===== src/hdl/pit_pkg.sv =====
`default_nettype none
package pit_pkg;
   // ==========================================================
   // Bus commands and byte enables
   localparam logic [3:0] CMD_MEM_RD = 4'h6;
   localparam logic [3:0] CMD_MEM_WR = 4'h7;
   localparam logic [3:0] BE_ALL = 4'h0;
   // ==========================================================
   // Target window and burst step
   localparam logic [31:0] TGT_BASE = 32'h1000_0000;
   localparam logic [31:0] TGT_MASK = 32'hFFFF_0000;
   localparam logic [31:0] WORD_STEP = 32'h0000_0004;
   // ==========================================================
   // Timing, in bus clocks, and burst lengths, in words
   localparam int NOCLAIM_CLKS = 5;
   localparam int RETRY_CLKS = 2;
   localparam logic [2:0] NOCLAIM_LAST = 3'(NOCLAIM_CLKS - 1);
   localparam logic [2:0] RETRY_LAST = 3'(RETRY_CLKS - 1);
   localparam logic [7:0] LEN_ONE = 8'h01;
   localparam logic [7:0] LEN_NONE = 8'h00;
   // ==========================================================
   // State types
   typedef enum logic [2:0]
   {
      M_IDLE, M_REQ, M_ADDR, M_DATA, M_FIN, M_TURN, M_WAIT
   } pit_mst_e;
   typedef enum logic [1:0] {T_IDLE, T_DEC, T_DATA, T_TURN} pit_tgt_e;
   // ==========================================================
   // Shared arithmetic and decode
   function automatic logic [31:0] pit_step(input logic [31:0] a);
      return a + WORD_STEP;
   endfunction
   function automatic logic pit_hit(input logic [31:0] a,
                                    input logic [3:0] c);
      return ((a & TGT_MASK) == TGT_BASE) &&
             (c == CMD_MEM_RD || c == CMD_MEM_WR);
   endfunction
endpackage
`default_nettype wire


===== src/hdl/pit_top.sv =====
`timescale 1ns/1ps
`default_nettype none
// Function
// - Leave one idle turnaround clock before another agent drives a shared line
// - Target advances the burst address itself for every data word
// - Address phase: frame, address and command driven; ready and select float
// - Read target claims with select, then drives each word with ready
// - Target holds its read word unchanged until the initiator takes it
// - After the last word handshakes go inactive one clock, frame floats
// - Write data follows the address; target latches when both readies low
// - An unready target inserts one wait state per clock
// - As target the block never disconnects early
// - Disconnect: stop, word moves if both ready, frame drops, stop released
// - After early termination the initiator waits two clocks, then retries
// - As target the block never signals a target abort
// - Target abort: select and ready released with stop, no data moved
// - Initiator reports a target abort to the host
// - Initiator requests, waits for grant and an idle frame and ready
// - A withdrawn grant still lets the current transfer finish
// - Unclaimed within five clocks: end cycle, ready one clock, report
// - Never starts a locked access; as target marks itself locked
// - Lock holds only if the data phase completes
// - A locked target refuses initiators other than the lock owner
// - Lock drops when lock and frame are both seen released
module pit_top (
   input wire logic CORE_CLK,
   input wire logic RST,
   input wire logic [31:0] AD_I,
   output logic [31:0] AD_O,
   output logic AD_OE_N,
   input wire logic [3:0] CBE_I,
   output logic [3:0] CBE_O,
   output logic CBE_OE_N,
   input wire logic FRAME_N_I,
   output logic FRAME_N_O,
   output logic FRAME_N_OE_N,
   input wire logic IRDY_N_I,
   output logic IRDY_N_O,
   output logic IRDY_N_OE_N,
   input wire logic TRDY_N_I,
   output logic TRDY_N_O,
   output logic TRDY_N_OE_N,
   input wire logic DEVSEL_N_I,
   output logic DEVSEL_N_O,
   output logic DEVSEL_N_OE_N,
   input wire logic STOP_N_I,
   output logic STOP_N_O,
   output logic STOP_N_OE_N,
   input wire logic LOCK_N_I,
   output logic REQ_N,
   input wire logic GNT_N,
   input wire logic MST_START,
   input wire logic MST_WRITE,
   input wire logic [31:0] MST_ADDR,
   input wire logic [7:0] MST_LEN,
   input wire logic [31:0] MST_WDATA,
   output logic MST_WD_TAKE,
   output logic [31:0] MST_RDATA,
   output logic MST_RD_VALID,
   output logic MST_BUSY,
   output logic MST_DONE,
   output logic MST_TGT_ABORT,
   output logic MST_NO_CLAIM,
   input wire logic TGT_WR_READY,
   output logic TGT_WR_VALID,
   output logic [31:0] TGT_WR_ADDR,
   output logic [31:0] TGT_WR_DATA,
   output logic [3:0] TGT_WR_BE,
   output logic TGT_RD_REQ,
   output logic [31:0] TGT_RD_ADDR,
   input wire logic TGT_RD_VALID,
   input wire logic [31:0] TGT_RD_DATA,
   output logic TGT_LOCKED
);
   pit_pkg::pit_mst_e ms, next_ms;
   logic [31:0] addr, next_addr, wdat, next_wdat, next_rdata;
   logic [7:0] rem, next_rem;
   logic [2:0] cnt, next_cnt;
   logic wr, next_wr, wheld, next_wheld, claimed, next_claimed;
   logic retry, next_retry, next_rdv, next_done, next_tab, next_nc;
   logic s_addr, s_data, s_fin, s_turn, s_wait, last, xfer, take;
   logic m_ad_oe, m_drv;
   logic [31:0] t_ad;
   logic t_ad_oe, t_trdy_n, t_devsel_n, t_drv;
   // ==========================================================
   // Initiator decode
   assign s_addr = ms == pit_pkg::M_ADDR;
   assign s_data = ms == pit_pkg::M_DATA;
   assign s_fin = ms == pit_pkg::M_FIN;
   assign s_turn = ms == pit_pkg::M_TURN;
   assign s_wait = ms == pit_pkg::M_WAIT;
   assign last = rem == pit_pkg::LEN_ONE;
   assign xfer = (s_data || s_fin) && !TRDY_N_I;
   assign take = wr && ((s_addr && !wheld) ||
                        (s_data && xfer && !last && STOP_N_I));
   assign m_drv = s_addr || s_data || s_fin;
   assign m_ad_oe = s_addr || (wr && (s_data || s_fin));
   assign MST_WD_TAKE = take;
   assign MST_BUSY = ms != pit_pkg::M_IDLE;
   // ==========================================================
   // Initiator state machine
   always_comb
   begin
      next_ms = ms;
      next_addr = addr;
      next_rem = rem;
      next_wr = wr;
      next_wdat = wdat;
      next_wheld = wheld;
      next_cnt = cnt;
      next_claimed = claimed;
      next_retry = retry;
      next_rdata = MST_RDATA;
      next_rdv = 1'b0;
      next_done = 1'b0;
      next_tab = 1'b0;
      next_nc = 1'b0;
      if (xfer)
      begin
         next_rem = rem - pit_pkg::LEN_ONE;
         next_addr = pit_pkg::pit_step(addr);
         next_wheld = 1'b0;
         if (!wr)
         begin
            next_rdata = AD_I;
            next_rdv = 1'b1;
         end
      end
      if (take)
      begin
         next_wdat = MST_WDATA;
         next_wheld = 1'b1;
      end
      case (ms)
         pit_pkg::M_IDLE:
            if (MST_START && MST_LEN != pit_pkg::LEN_NONE)
            begin
               next_ms = pit_pkg::M_REQ;
               next_addr = MST_ADDR;
               next_rem = MST_LEN;
               next_wr = MST_WRITE;
               next_wheld = 1'b0;
            end
         pit_pkg::M_REQ:
            if (!GNT_N && FRAME_N_I && IRDY_N_I)
               next_ms = pit_pkg::M_ADDR;
         pit_pkg::M_ADDR:
         begin
            next_ms = pit_pkg::M_DATA;
            next_cnt = '0;
            next_claimed = 1'b0;
            next_retry = 1'b0;
         end
         pit_pkg::M_DATA:
         begin
            if (!DEVSEL_N_I)
               next_claimed = 1'b1;
            if (!STOP_N_I)
            begin
               if (DEVSEL_N_I)
                  next_tab = 1'b1;
               else
                  next_retry = 1'b1;
               next_ms = last ? pit_pkg::M_TURN : pit_pkg::M_FIN;
            end
            else if (xfer)
            begin
               if (last)
                  next_ms = pit_pkg::M_TURN;
            end
            else if (DEVSEL_N_I && !claimed)
            begin
               next_cnt = cnt + 3'h1;
               if (cnt == pit_pkg::NOCLAIM_LAST)
               begin
                  next_nc = 1'b1;
                  next_ms = last ? pit_pkg::M_TURN : pit_pkg::M_FIN;
               end
            end
         end
         pit_pkg::M_FIN:
            next_ms = pit_pkg::M_TURN;
         pit_pkg::M_TURN:
            if (retry && rem != pit_pkg::LEN_NONE)
            begin
               next_ms = pit_pkg::M_WAIT;
               next_cnt = '0;
            end
            else
            begin
               next_ms = pit_pkg::M_IDLE;
               next_done = 1'b1;
            end
         pit_pkg::M_WAIT:
         begin
            next_cnt = cnt + 3'h1;
            if (cnt == pit_pkg::RETRY_LAST)
               next_ms = pit_pkg::M_REQ;
         end
         default:
            next_ms = pit_pkg::M_IDLE;
      endcase
   end
   always_ff @(posedge CORE_CLK)
   begin
      if (RST)
      begin
         ms <= pit_pkg::M_IDLE;
         addr <= '0;
         rem <= '0;
         wr <= 1'b0;
         wdat <= '0;
         wheld <= 1'b0;
         cnt <= '0;
         claimed <= 1'b0;
         retry <= 1'b0;
         MST_RDATA <= '0;
         MST_RD_VALID <= 1'b0;
         MST_DONE <= 1'b0;
         MST_TGT_ABORT <= 1'b0;
         MST_NO_CLAIM <= 1'b0;
      end
      else
      begin
         ms <= next_ms;
         addr <= next_addr;
         rem <= next_rem;
         wr <= next_wr;
         wdat <= next_wdat;
         wheld <= next_wheld;
         cnt <= next_cnt;
         claimed <= next_claimed;
         retry <= next_retry;
         MST_RDATA <= next_rdata;
         MST_RD_VALID <= next_rdv;
         MST_DONE <= next_done;
         MST_TGT_ABORT <= next_tab;
         MST_NO_CLAIM <= next_nc;
      end
   end
   // ==========================================================
   // Target side
   pit_target u_tgt (
      .clk(CORE_CLK),
      .rst(RST),
      .ad_i(AD_I),
      .cbe_i(CBE_I),
      .frame_n_i(FRAME_N_I),
      .irdy_n_i(IRDY_N_I),
      .lock_n_i(LOCK_N_I),
      .own(m_drv),
      .ad_o(t_ad),
      .ad_oe(t_ad_oe),
      .trdy_n_o(t_trdy_n),
      .devsel_n_o(t_devsel_n),
      .drv(t_drv),
      .wr_ready(TGT_WR_READY),
      .wr_valid(TGT_WR_VALID),
      .wr_addr(TGT_WR_ADDR),
      .wr_data(TGT_WR_DATA),
      .wr_be(TGT_WR_BE),
      .rd_req(TGT_RD_REQ),
      .rd_addr(TGT_RD_ADDR),
      .rd_valid(TGT_RD_VALID),
      .rd_data(TGT_RD_DATA),
      .locked(TGT_LOCKED)
   );
   // ==========================================================
   // Pad drive
   // Frame floats in turnaround while ready is driven high once
   assign FRAME_N_O = !(s_addr || (s_data && !last));
   assign FRAME_N_OE_N = !m_drv;
   assign IRDY_N_O = !(s_data || s_fin);
   assign IRDY_N_OE_N = !(s_data || s_fin || s_turn);
   assign CBE_O = s_addr ? (wr ? pit_pkg::CMD_MEM_WR : pit_pkg::CMD_MEM_RD)
                         : pit_pkg::BE_ALL;
   assign CBE_OE_N = !m_drv;
   assign AD_O = m_ad_oe ? (s_addr ? addr : wdat) : t_ad;
   assign AD_OE_N = !(m_ad_oe || t_ad_oe);
   assign REQ_N = ms != pit_pkg::M_REQ;
   assign TRDY_N_O = t_trdy_n;
   assign TRDY_N_OE_N = !t_drv;
   assign DEVSEL_N_O = t_devsel_n;
   assign DEVSEL_N_OE_N = !t_drv;
   // Stop is only ever driven inactive
   assign STOP_N_O = 1'b1;
   assign STOP_N_OE_N = !t_drv;
endmodule
`default_nettype wire


===== src/hdl/pit_lock.sv =====
`timescale 1ns/1ps
`default_nettype none
module pit_lock (
   input wire logic clk,
   input wire logic rst,
   input wire logic dec,
   input wire logic alock_n,
   input wire logic lock_n_i,
   input wire logic frame_n_i,
   input wire logic fin,
   output logic locked,
   output logic accept
);
   logic pend;
   logic next_pend;
   logic next_locked;
   // ==========================================================
   // Lock tracking
   // Owner: lock free in the address phase, asserted right after
   assign accept = !locked || (alock_n && !lock_n_i);
   always_comb
   begin
      next_pend = pend;
      next_locked = locked;
      if (dec)
         next_pend = !lock_n_i;
      else if (fin || (frame_n_i && lock_n_i))
         next_pend = 1'b0;
      if (frame_n_i && lock_n_i)
         next_locked = 1'b0;
      if (fin && pend)
         next_locked = 1'b1;
   end
   always_ff @(posedge clk)
   begin
      if (rst)
      begin
         pend <= 1'b0;
         locked <= 1'b0;
      end
      else
      begin
         pend <= next_pend;
         locked <= next_locked;
      end
   end
endmodule
`default_nettype wire


===== src/hdl/pit_target.sv =====
`timescale 1ns/1ps
`default_nettype none
module pit_target (
   input wire logic clk,
   input wire logic rst,
   input wire logic [31:0] ad_i,
   input wire logic [3:0] cbe_i,
   input wire logic frame_n_i,
   input wire logic irdy_n_i,
   input wire logic lock_n_i,
   input wire logic own,
   output logic [31:0] ad_o,
   output logic ad_oe,
   output logic trdy_n_o,
   output logic devsel_n_o,
   output logic drv,
   input wire logic wr_ready,
   output logic wr_valid,
   output logic [31:0] wr_addr,
   output logic [31:0] wr_data,
   output logic [3:0] wr_be,
   output logic rd_req,
   output logic [31:0] rd_addr,
   input wire logic rd_valid,
   input wire logic [31:0] rd_data,
   output logic locked
);
   pit_pkg::pit_tgt_e ts, next_ts;
   logic [31:0] addr, next_addr, next_ad, next_wa, next_wd;
   logic [3:0] next_wbe;
   logic rd, next_rd, frame_q, alock_n, next_alock_n;
   logic have, next_have, next_wv, accept, xfer, fin, s_data;
   // ==========================================================
   // Bus side decode
   assign s_data = ts == pit_pkg::T_DATA;
   assign xfer = s_data && !irdy_n_i && !trdy_n_o;
   assign fin = xfer && frame_n_i;
   assign drv = (ts == pit_pkg::T_DEC && accept) || s_data ||
                ts == pit_pkg::T_TURN;
   assign devsel_n_o = !s_data;
   assign trdy_n_o = !(s_data && (rd ? have : wr_ready));
   assign ad_oe = s_data && rd;
   assign rd_req = s_data && rd && !have;
   assign rd_addr = addr;
   // ==========================================================
   // Target state machine
   always_comb
   begin
      next_ts = ts;
      next_addr = addr;
      next_rd = rd;
      next_alock_n = alock_n;
      next_have = have;
      next_ad = ad_o;
      next_wv = 1'b0;
      next_wa = wr_addr;
      next_wd = wr_data;
      next_wbe = wr_be;
      case (ts)
         pit_pkg::T_IDLE:
            if (frame_q && !frame_n_i && !own &&
                pit_pkg::pit_hit(ad_i, cbe_i))
            begin
               next_ts = pit_pkg::T_DEC;
               next_addr = ad_i;
               next_rd = cbe_i == pit_pkg::CMD_MEM_RD;
               next_alock_n = lock_n_i;
               next_have = 1'b0;
            end
         pit_pkg::T_DEC:
            next_ts = accept ? pit_pkg::T_DATA : pit_pkg::T_IDLE;
         pit_pkg::T_DATA:
         begin
            if (rd_req && rd_valid)
            begin
               next_have = 1'b1;
               next_ad = rd_data;
            end
            if (xfer)
            begin
               next_addr = pit_pkg::pit_step(addr);
               next_have = 1'b0;
               next_wv = !rd;
               next_wa = addr;
               next_wd = ad_i;
               next_wbe = cbe_i;
            end
            if (fin)
               next_ts = pit_pkg::T_TURN;
         end
         pit_pkg::T_TURN:
            next_ts = pit_pkg::T_IDLE;
         default:
            next_ts = pit_pkg::T_IDLE;
      endcase
   end
   always_ff @(posedge clk)
   begin
      if (rst)
      begin
         ts <= pit_pkg::T_IDLE;
         addr <= '0;
         rd <= 1'b0;
         frame_q <= 1'b1;
         alock_n <= 1'b1;
         have <= 1'b0;
         ad_o <= '0;
         wr_valid <= 1'b0;
         wr_addr <= '0;
         wr_data <= '0;
         wr_be <= '0;
      end
      else
      begin
         ts <= next_ts;
         addr <= next_addr;
         rd <= next_rd;
         frame_q <= frame_n_i;
         alock_n <= next_alock_n;
         have <= next_have;
         ad_o <= next_ad;
         wr_valid <= next_wv;
         wr_addr <= next_wa;
         wr_data <= next_wd;
         wr_be <= next_wbe;
      end
   end
   pit_lock u_lock (
      .clk(clk),
      .rst(rst),
      .dec(ts == pit_pkg::T_DEC && accept),
      .alock_n(alock_n),
      .lock_n_i(lock_n_i),
      .frame_n_i(frame_n_i),
      .fin(fin),
      .locked(locked),
      .accept(accept)
   );
endmodule
`default_nettype wire


===== config.mk =====
export PLATFORM = sky130hd
export DESIGN_NAME = pit_top
export DESIGN_NICKNAME = d
export VERILOG_FILES = /design/src/hdl/pit_pkg.sv /design/src/hdl/pit_top.sv /design/src/hdl/pit_lock.sv /design/src/hdl/pit_target.sv
export SDC_FILE = /design/constraint.sdc
export NUM_CORES = 1
export LEC_CHECK = 0
export CAP_MARGIN = 30
export CORE_MARGIN = 5
export CORE_UTILIZATION = 25
export CTS_CLUSTER_SIZE = 30
export DETAILED_ROUTE_END_ITERATION = 12
export DONT_BUFFER_PORTS = 1
export GPL_TIMING_DRIVEN = 1
export MAX_ROUTING_LAYER = met4
export PLACE_DENSITY_LB_ADDON = 0.25
export RECOVER_POWER = 50
export SLEW_MARGIN = 40
export SYNTH_ARGS = -nofsm -noshare
export SYNTH_HDL_FRONTEND = slang
export SYNTH_SLANG_ARGS = --single-unit

===== constraint.sdc =====
create_clock -name CORE_CLK -period 2.3 [get_ports CORE_CLK]
set_input_delay 0.46 -clock CORE_CLK [delete_from_list [all_inputs] [get_ports CORE_CLK]]
set_output_delay 0.46 -clock CORE_CLK [all_outputs]
set_load 0.02 [all_outputs]

==> results.py <==
metrics = {
    "clocking": {
        "htreeDepth": 2,
        "clock_sinks": 259,
        "cts_buffers": 34,
        "insertion_delay_ns": 0.52,
        "clockBufferDepth": 3,
        "cts-root-buf": "clkbuf_16",
        "clk_pin_slew_worst_paths_ns": 0.05,
        "cts_tree": "built",
    },
    "logic_synthesis": {
        "synth_edf_count": 0,
        "ys_async_sr_fraction_pct": 0,
        "synth_compound_area_share_pct": 18.5,
        "synth.distinct_cells": 63,
        "synthSimpleGateAreaFrac_pct": 25.6,
        "synth_top_family_by_area": "simple AND/OR/NAND/NOR gates",
        "synthMuxAreaShare_pct": 3.17,
        "synthesis.area_um2": 11700,
        "ys_ff_latch": 259,
        "seq_area_frac_synth_pct": 44.3,
        "avgSynthCellArea_um2": 7.75,
        "yosys_warnings": 0,
        "synth_xor_area_share_pct": 2.70,
        "yosys.area_share.adder_pct": 0.749,
        "synth.net_count": 1670,
        "synth_ff_type": "dfxtp_1",
        "syn_inst": 1510,
    },
    "drt": {
        "vias": 11200,
        "wl_per_cell_um": 20.8,
        "drt-initial-drc-count": 744,
        "first_pass_iters": 5,
        "final_antenna_net_count": 0,
        "wirelength_mm": 46.3,
        "drc_errors": 0,
        "via_per_inst": 5.03,
    },
    "power": {
        "cellLeakagePower_nw": 5.12,
        "vdd_drop_max_v": 0.000576,
        "p_per_area_nw_per_um2": 926,
    },
    "floorplanning": {
        "dieArea_um2": 51200,
        "die_w_um": 226,
        "fp.dieH_um": 226,
        "core_area_um2": 46500,
        "io-pin-count": 343,
        "initial_core_util_pct": 25.2,
        "rows": 79,
    },
    "sta": {
        "fin_skew_ns": 0.0181,
        "period_share_pct": 116,
        "slew_viol_final": 0,
        "rsz0062_at_grt": "yes",
        "relSlewSlack_pct": 43.9,
        "fmax_ghz": 0.374,
        "period_needed_ns": 2.67,
        "finalSetupTns_ns": -9.57,
        "worst_pin_slew_ns": 0.838,
        "hold_viol_final": 0,
        "worst_slack_ns": -0.371,
        "setup_viol": 34,
    },
    "worst_setup_path": {
        "critical_path_class": "reg2out",
        "crit_fanout": 8,
        "end_kind": "output pin",
        "critPathRequiredTime_ns": 1.84,
        "worstPathArrival_ns": 2.21,
        "worstSetupStartpointType": "register",
    },
    "final_layout": {
        "fin_cells": 2222,
        "drive_gt1_share_pct": 18.9,
        "register_area_um2": 5190,
        "final_nets": 1752,
        "multi_input_area_um2": 6320,
        "synthToLayoutAreaGrowth_pct": 28.5,
        "fillCellCount": 4943,
    },
    "place": {
        "post-dp-hpwl_mm": 32.2,
        "gp_congestion": 0.863,
        "port_buffers": 0,
        "dp_cells": 2144,
        "place_ws_ns": -0.102,
    },
    "global_routing": {
        "grt_pass1_vias": 10900,
        "antenna_found_initial": 4,
        "grt_max_degree": 242,
        "grt_pass1_wl_mm": 67.6,
        "gr-total-overflow": 0,
        "gr-usage-all-layers_pct": 17.6,
    },
    "status": {
        "status": "complete, but fails checks",
        "violations": "setup timing",
    },
    "min_path": {
        "hp-class": "in2reg",
    },
    "run": {
        "max_cap_violations": 0,
    },
}
[placed cells by master, fill, tap and decap left out, types with 8 or more instances in the layout]
cell type  instances
a211oi_1          37
o21ai_1           11
o21ai_2           15
nand4_1           24
o21ai_4            9
nor3_1            18
mux2i_1           20
nand2_1          401
mux2i_2           12
nor4_1             8
a31oi_1           14
o21ai_0           27
nor2_1            77
buf_12             8
nand3_1           22
and3_1            11
dfxtp_1          256
clkbuf_16         35
clkbuf_8          11
buf_4            114
inv_1             19
a311oi_1           8
a21oi_1          200
buf_6             33
xor2_1            16
xnor2_1           20
and2_1            10
nand2b_1          10
or2_2              9
or4_1              9
[critical path: stages (launching register included)]
cell and delay [ns]:
dfxtp_2 0.32, or3b_4 0.43, buf_6 0.16, buf_12 0.15
buf_6 0.12, mux2i_2 0.14, o21ai_1 0.17, buf_4 0.17
[power by group]
part | internal [W] | switching (W)
Sequential | 0.00485 | 0.000451
Combinational | 0.00151 | 0.00186
Clock | 0.00322 | 0.00203
Total | 0.00958 | 0.00434
[flip-flops by register name, indices dropped and copies added, names as in the netlist, 3 cells and up, named ones only]
signal / flops
MST_RDATA: 32
addr: 32
cnt: 3
ms: 3
rem: 8
u_tgt.ad_o: 32
u_tgt.rd_addr: 32
u_tgt.wr_addr: 32
u_tgt.wr_be: 4
u_tgt.wr_data: 32
wdat: 32
[per-layer routing]
metal | track usage [%] | vias up | part of all wire, %
met5 | - | - | 0
met4 | 5.84 | 0 | 2.8
met3 | 6.63 | 67 | 9.9
met2 | 27.5 | 391 | 46
met1 | 21.0 | 5361 | 41
li1 | - | 5357 | -
[through the flow]
step                util, %  total power [W]  instance area, um2  hold slack, ns
CTS                    31.7           0.0139               14700         0.00398
global placement       28.3          0.00803               13200           0.443
floorplan                 -          0.00703               11700           0.436
global route           32.4           0.0146               15000          0.0141
finish                 32.4           0.0139               15000          0.0486
detailed placement     28.3          0.00806               13200           0.447
[synth_stat cells (10+ instances only)]
cell / n / area [um2]
a211oi_1: 37 / 278
a21oi_1: 202 / 1010
a31oi_1: 14 / 87.6
and2_1: 10 / 62.6
and3_1: 11 / 68.8
buf_2: 12 / 60.1
clkbuf_1: 96 / 360
dfxtp_1: 259 / 5180
inv_1: 21 / 78.8
mux2i_1: 37 / 370
nand2_1: 407 / 1530
nand2b_1: 10 / 62.6
nand3_1: 23 / 115
nand4_1: 24 / 150
nor2_1: 78 / 293
nor3_1: 19 / 95.1
nor4_1: 10 / 62.6
o21ai_0: 60 / 300
xnor2_1: 20 / 175
xor2_1: 16 / 140
[final timing paths]
path                                startpoint          endpoint  slack, ns  cells past startpoint
worst min register to register  u_tgt.ad_o[13]    u_tgt.ad_o[13]       0.45                      2
worst max register to register           ms[2]  u_tgt.rd_addr[9]       0.12                     10
worst min-delay path                 FRAME_N_I     u_tgt.frame_q       0.05                      1
worst max-delay path                     ms[0]          AD_O[13]      -0.37                      7
[what timing repair did]
| item | 4_1_cts | 5_1_grt |
|---|---|---|
| endpoints found under the hold margin | 20 | 0 |
| gates cloned | 5 | 1 |
| endpoints found under the setup margin | 36 | 44 |
| gates resized for setup | 87 | 50 |
| buffers inserted | 7 | 9 |
| pin swaps | 11 | 11 |
| hold buffers | 2 | 0 |
[logic make-up after synthesis]
group,Yosys count
multiplexers,37
buffers and inverters,141
adder cells (fa/ha/maj),7
flip-flops,259
other,2
XOR/XNOR,36
AO/OA/AOI/OAI,369
AND/OR/NAND/NOR,659
[final cells by class]
| class | count | share of cell area, % |
|---|---|---|
| repair buffers | 163 | 10.4 |
| inverters | 23 | 0.608 |
| clock inverters | 5 | 0.358 |
| multi-input cells | 1110 | 42.1 |
| clock buffers | 50 | 6.93 |
| flip-flops and latches | 259 | 34.5 |
| repair inverters | 1 | 0.0333 |
| diodes | 4 | 0.0666 |
| well taps | 607 | 5.05 |
(Power assumes the default switching activity.)
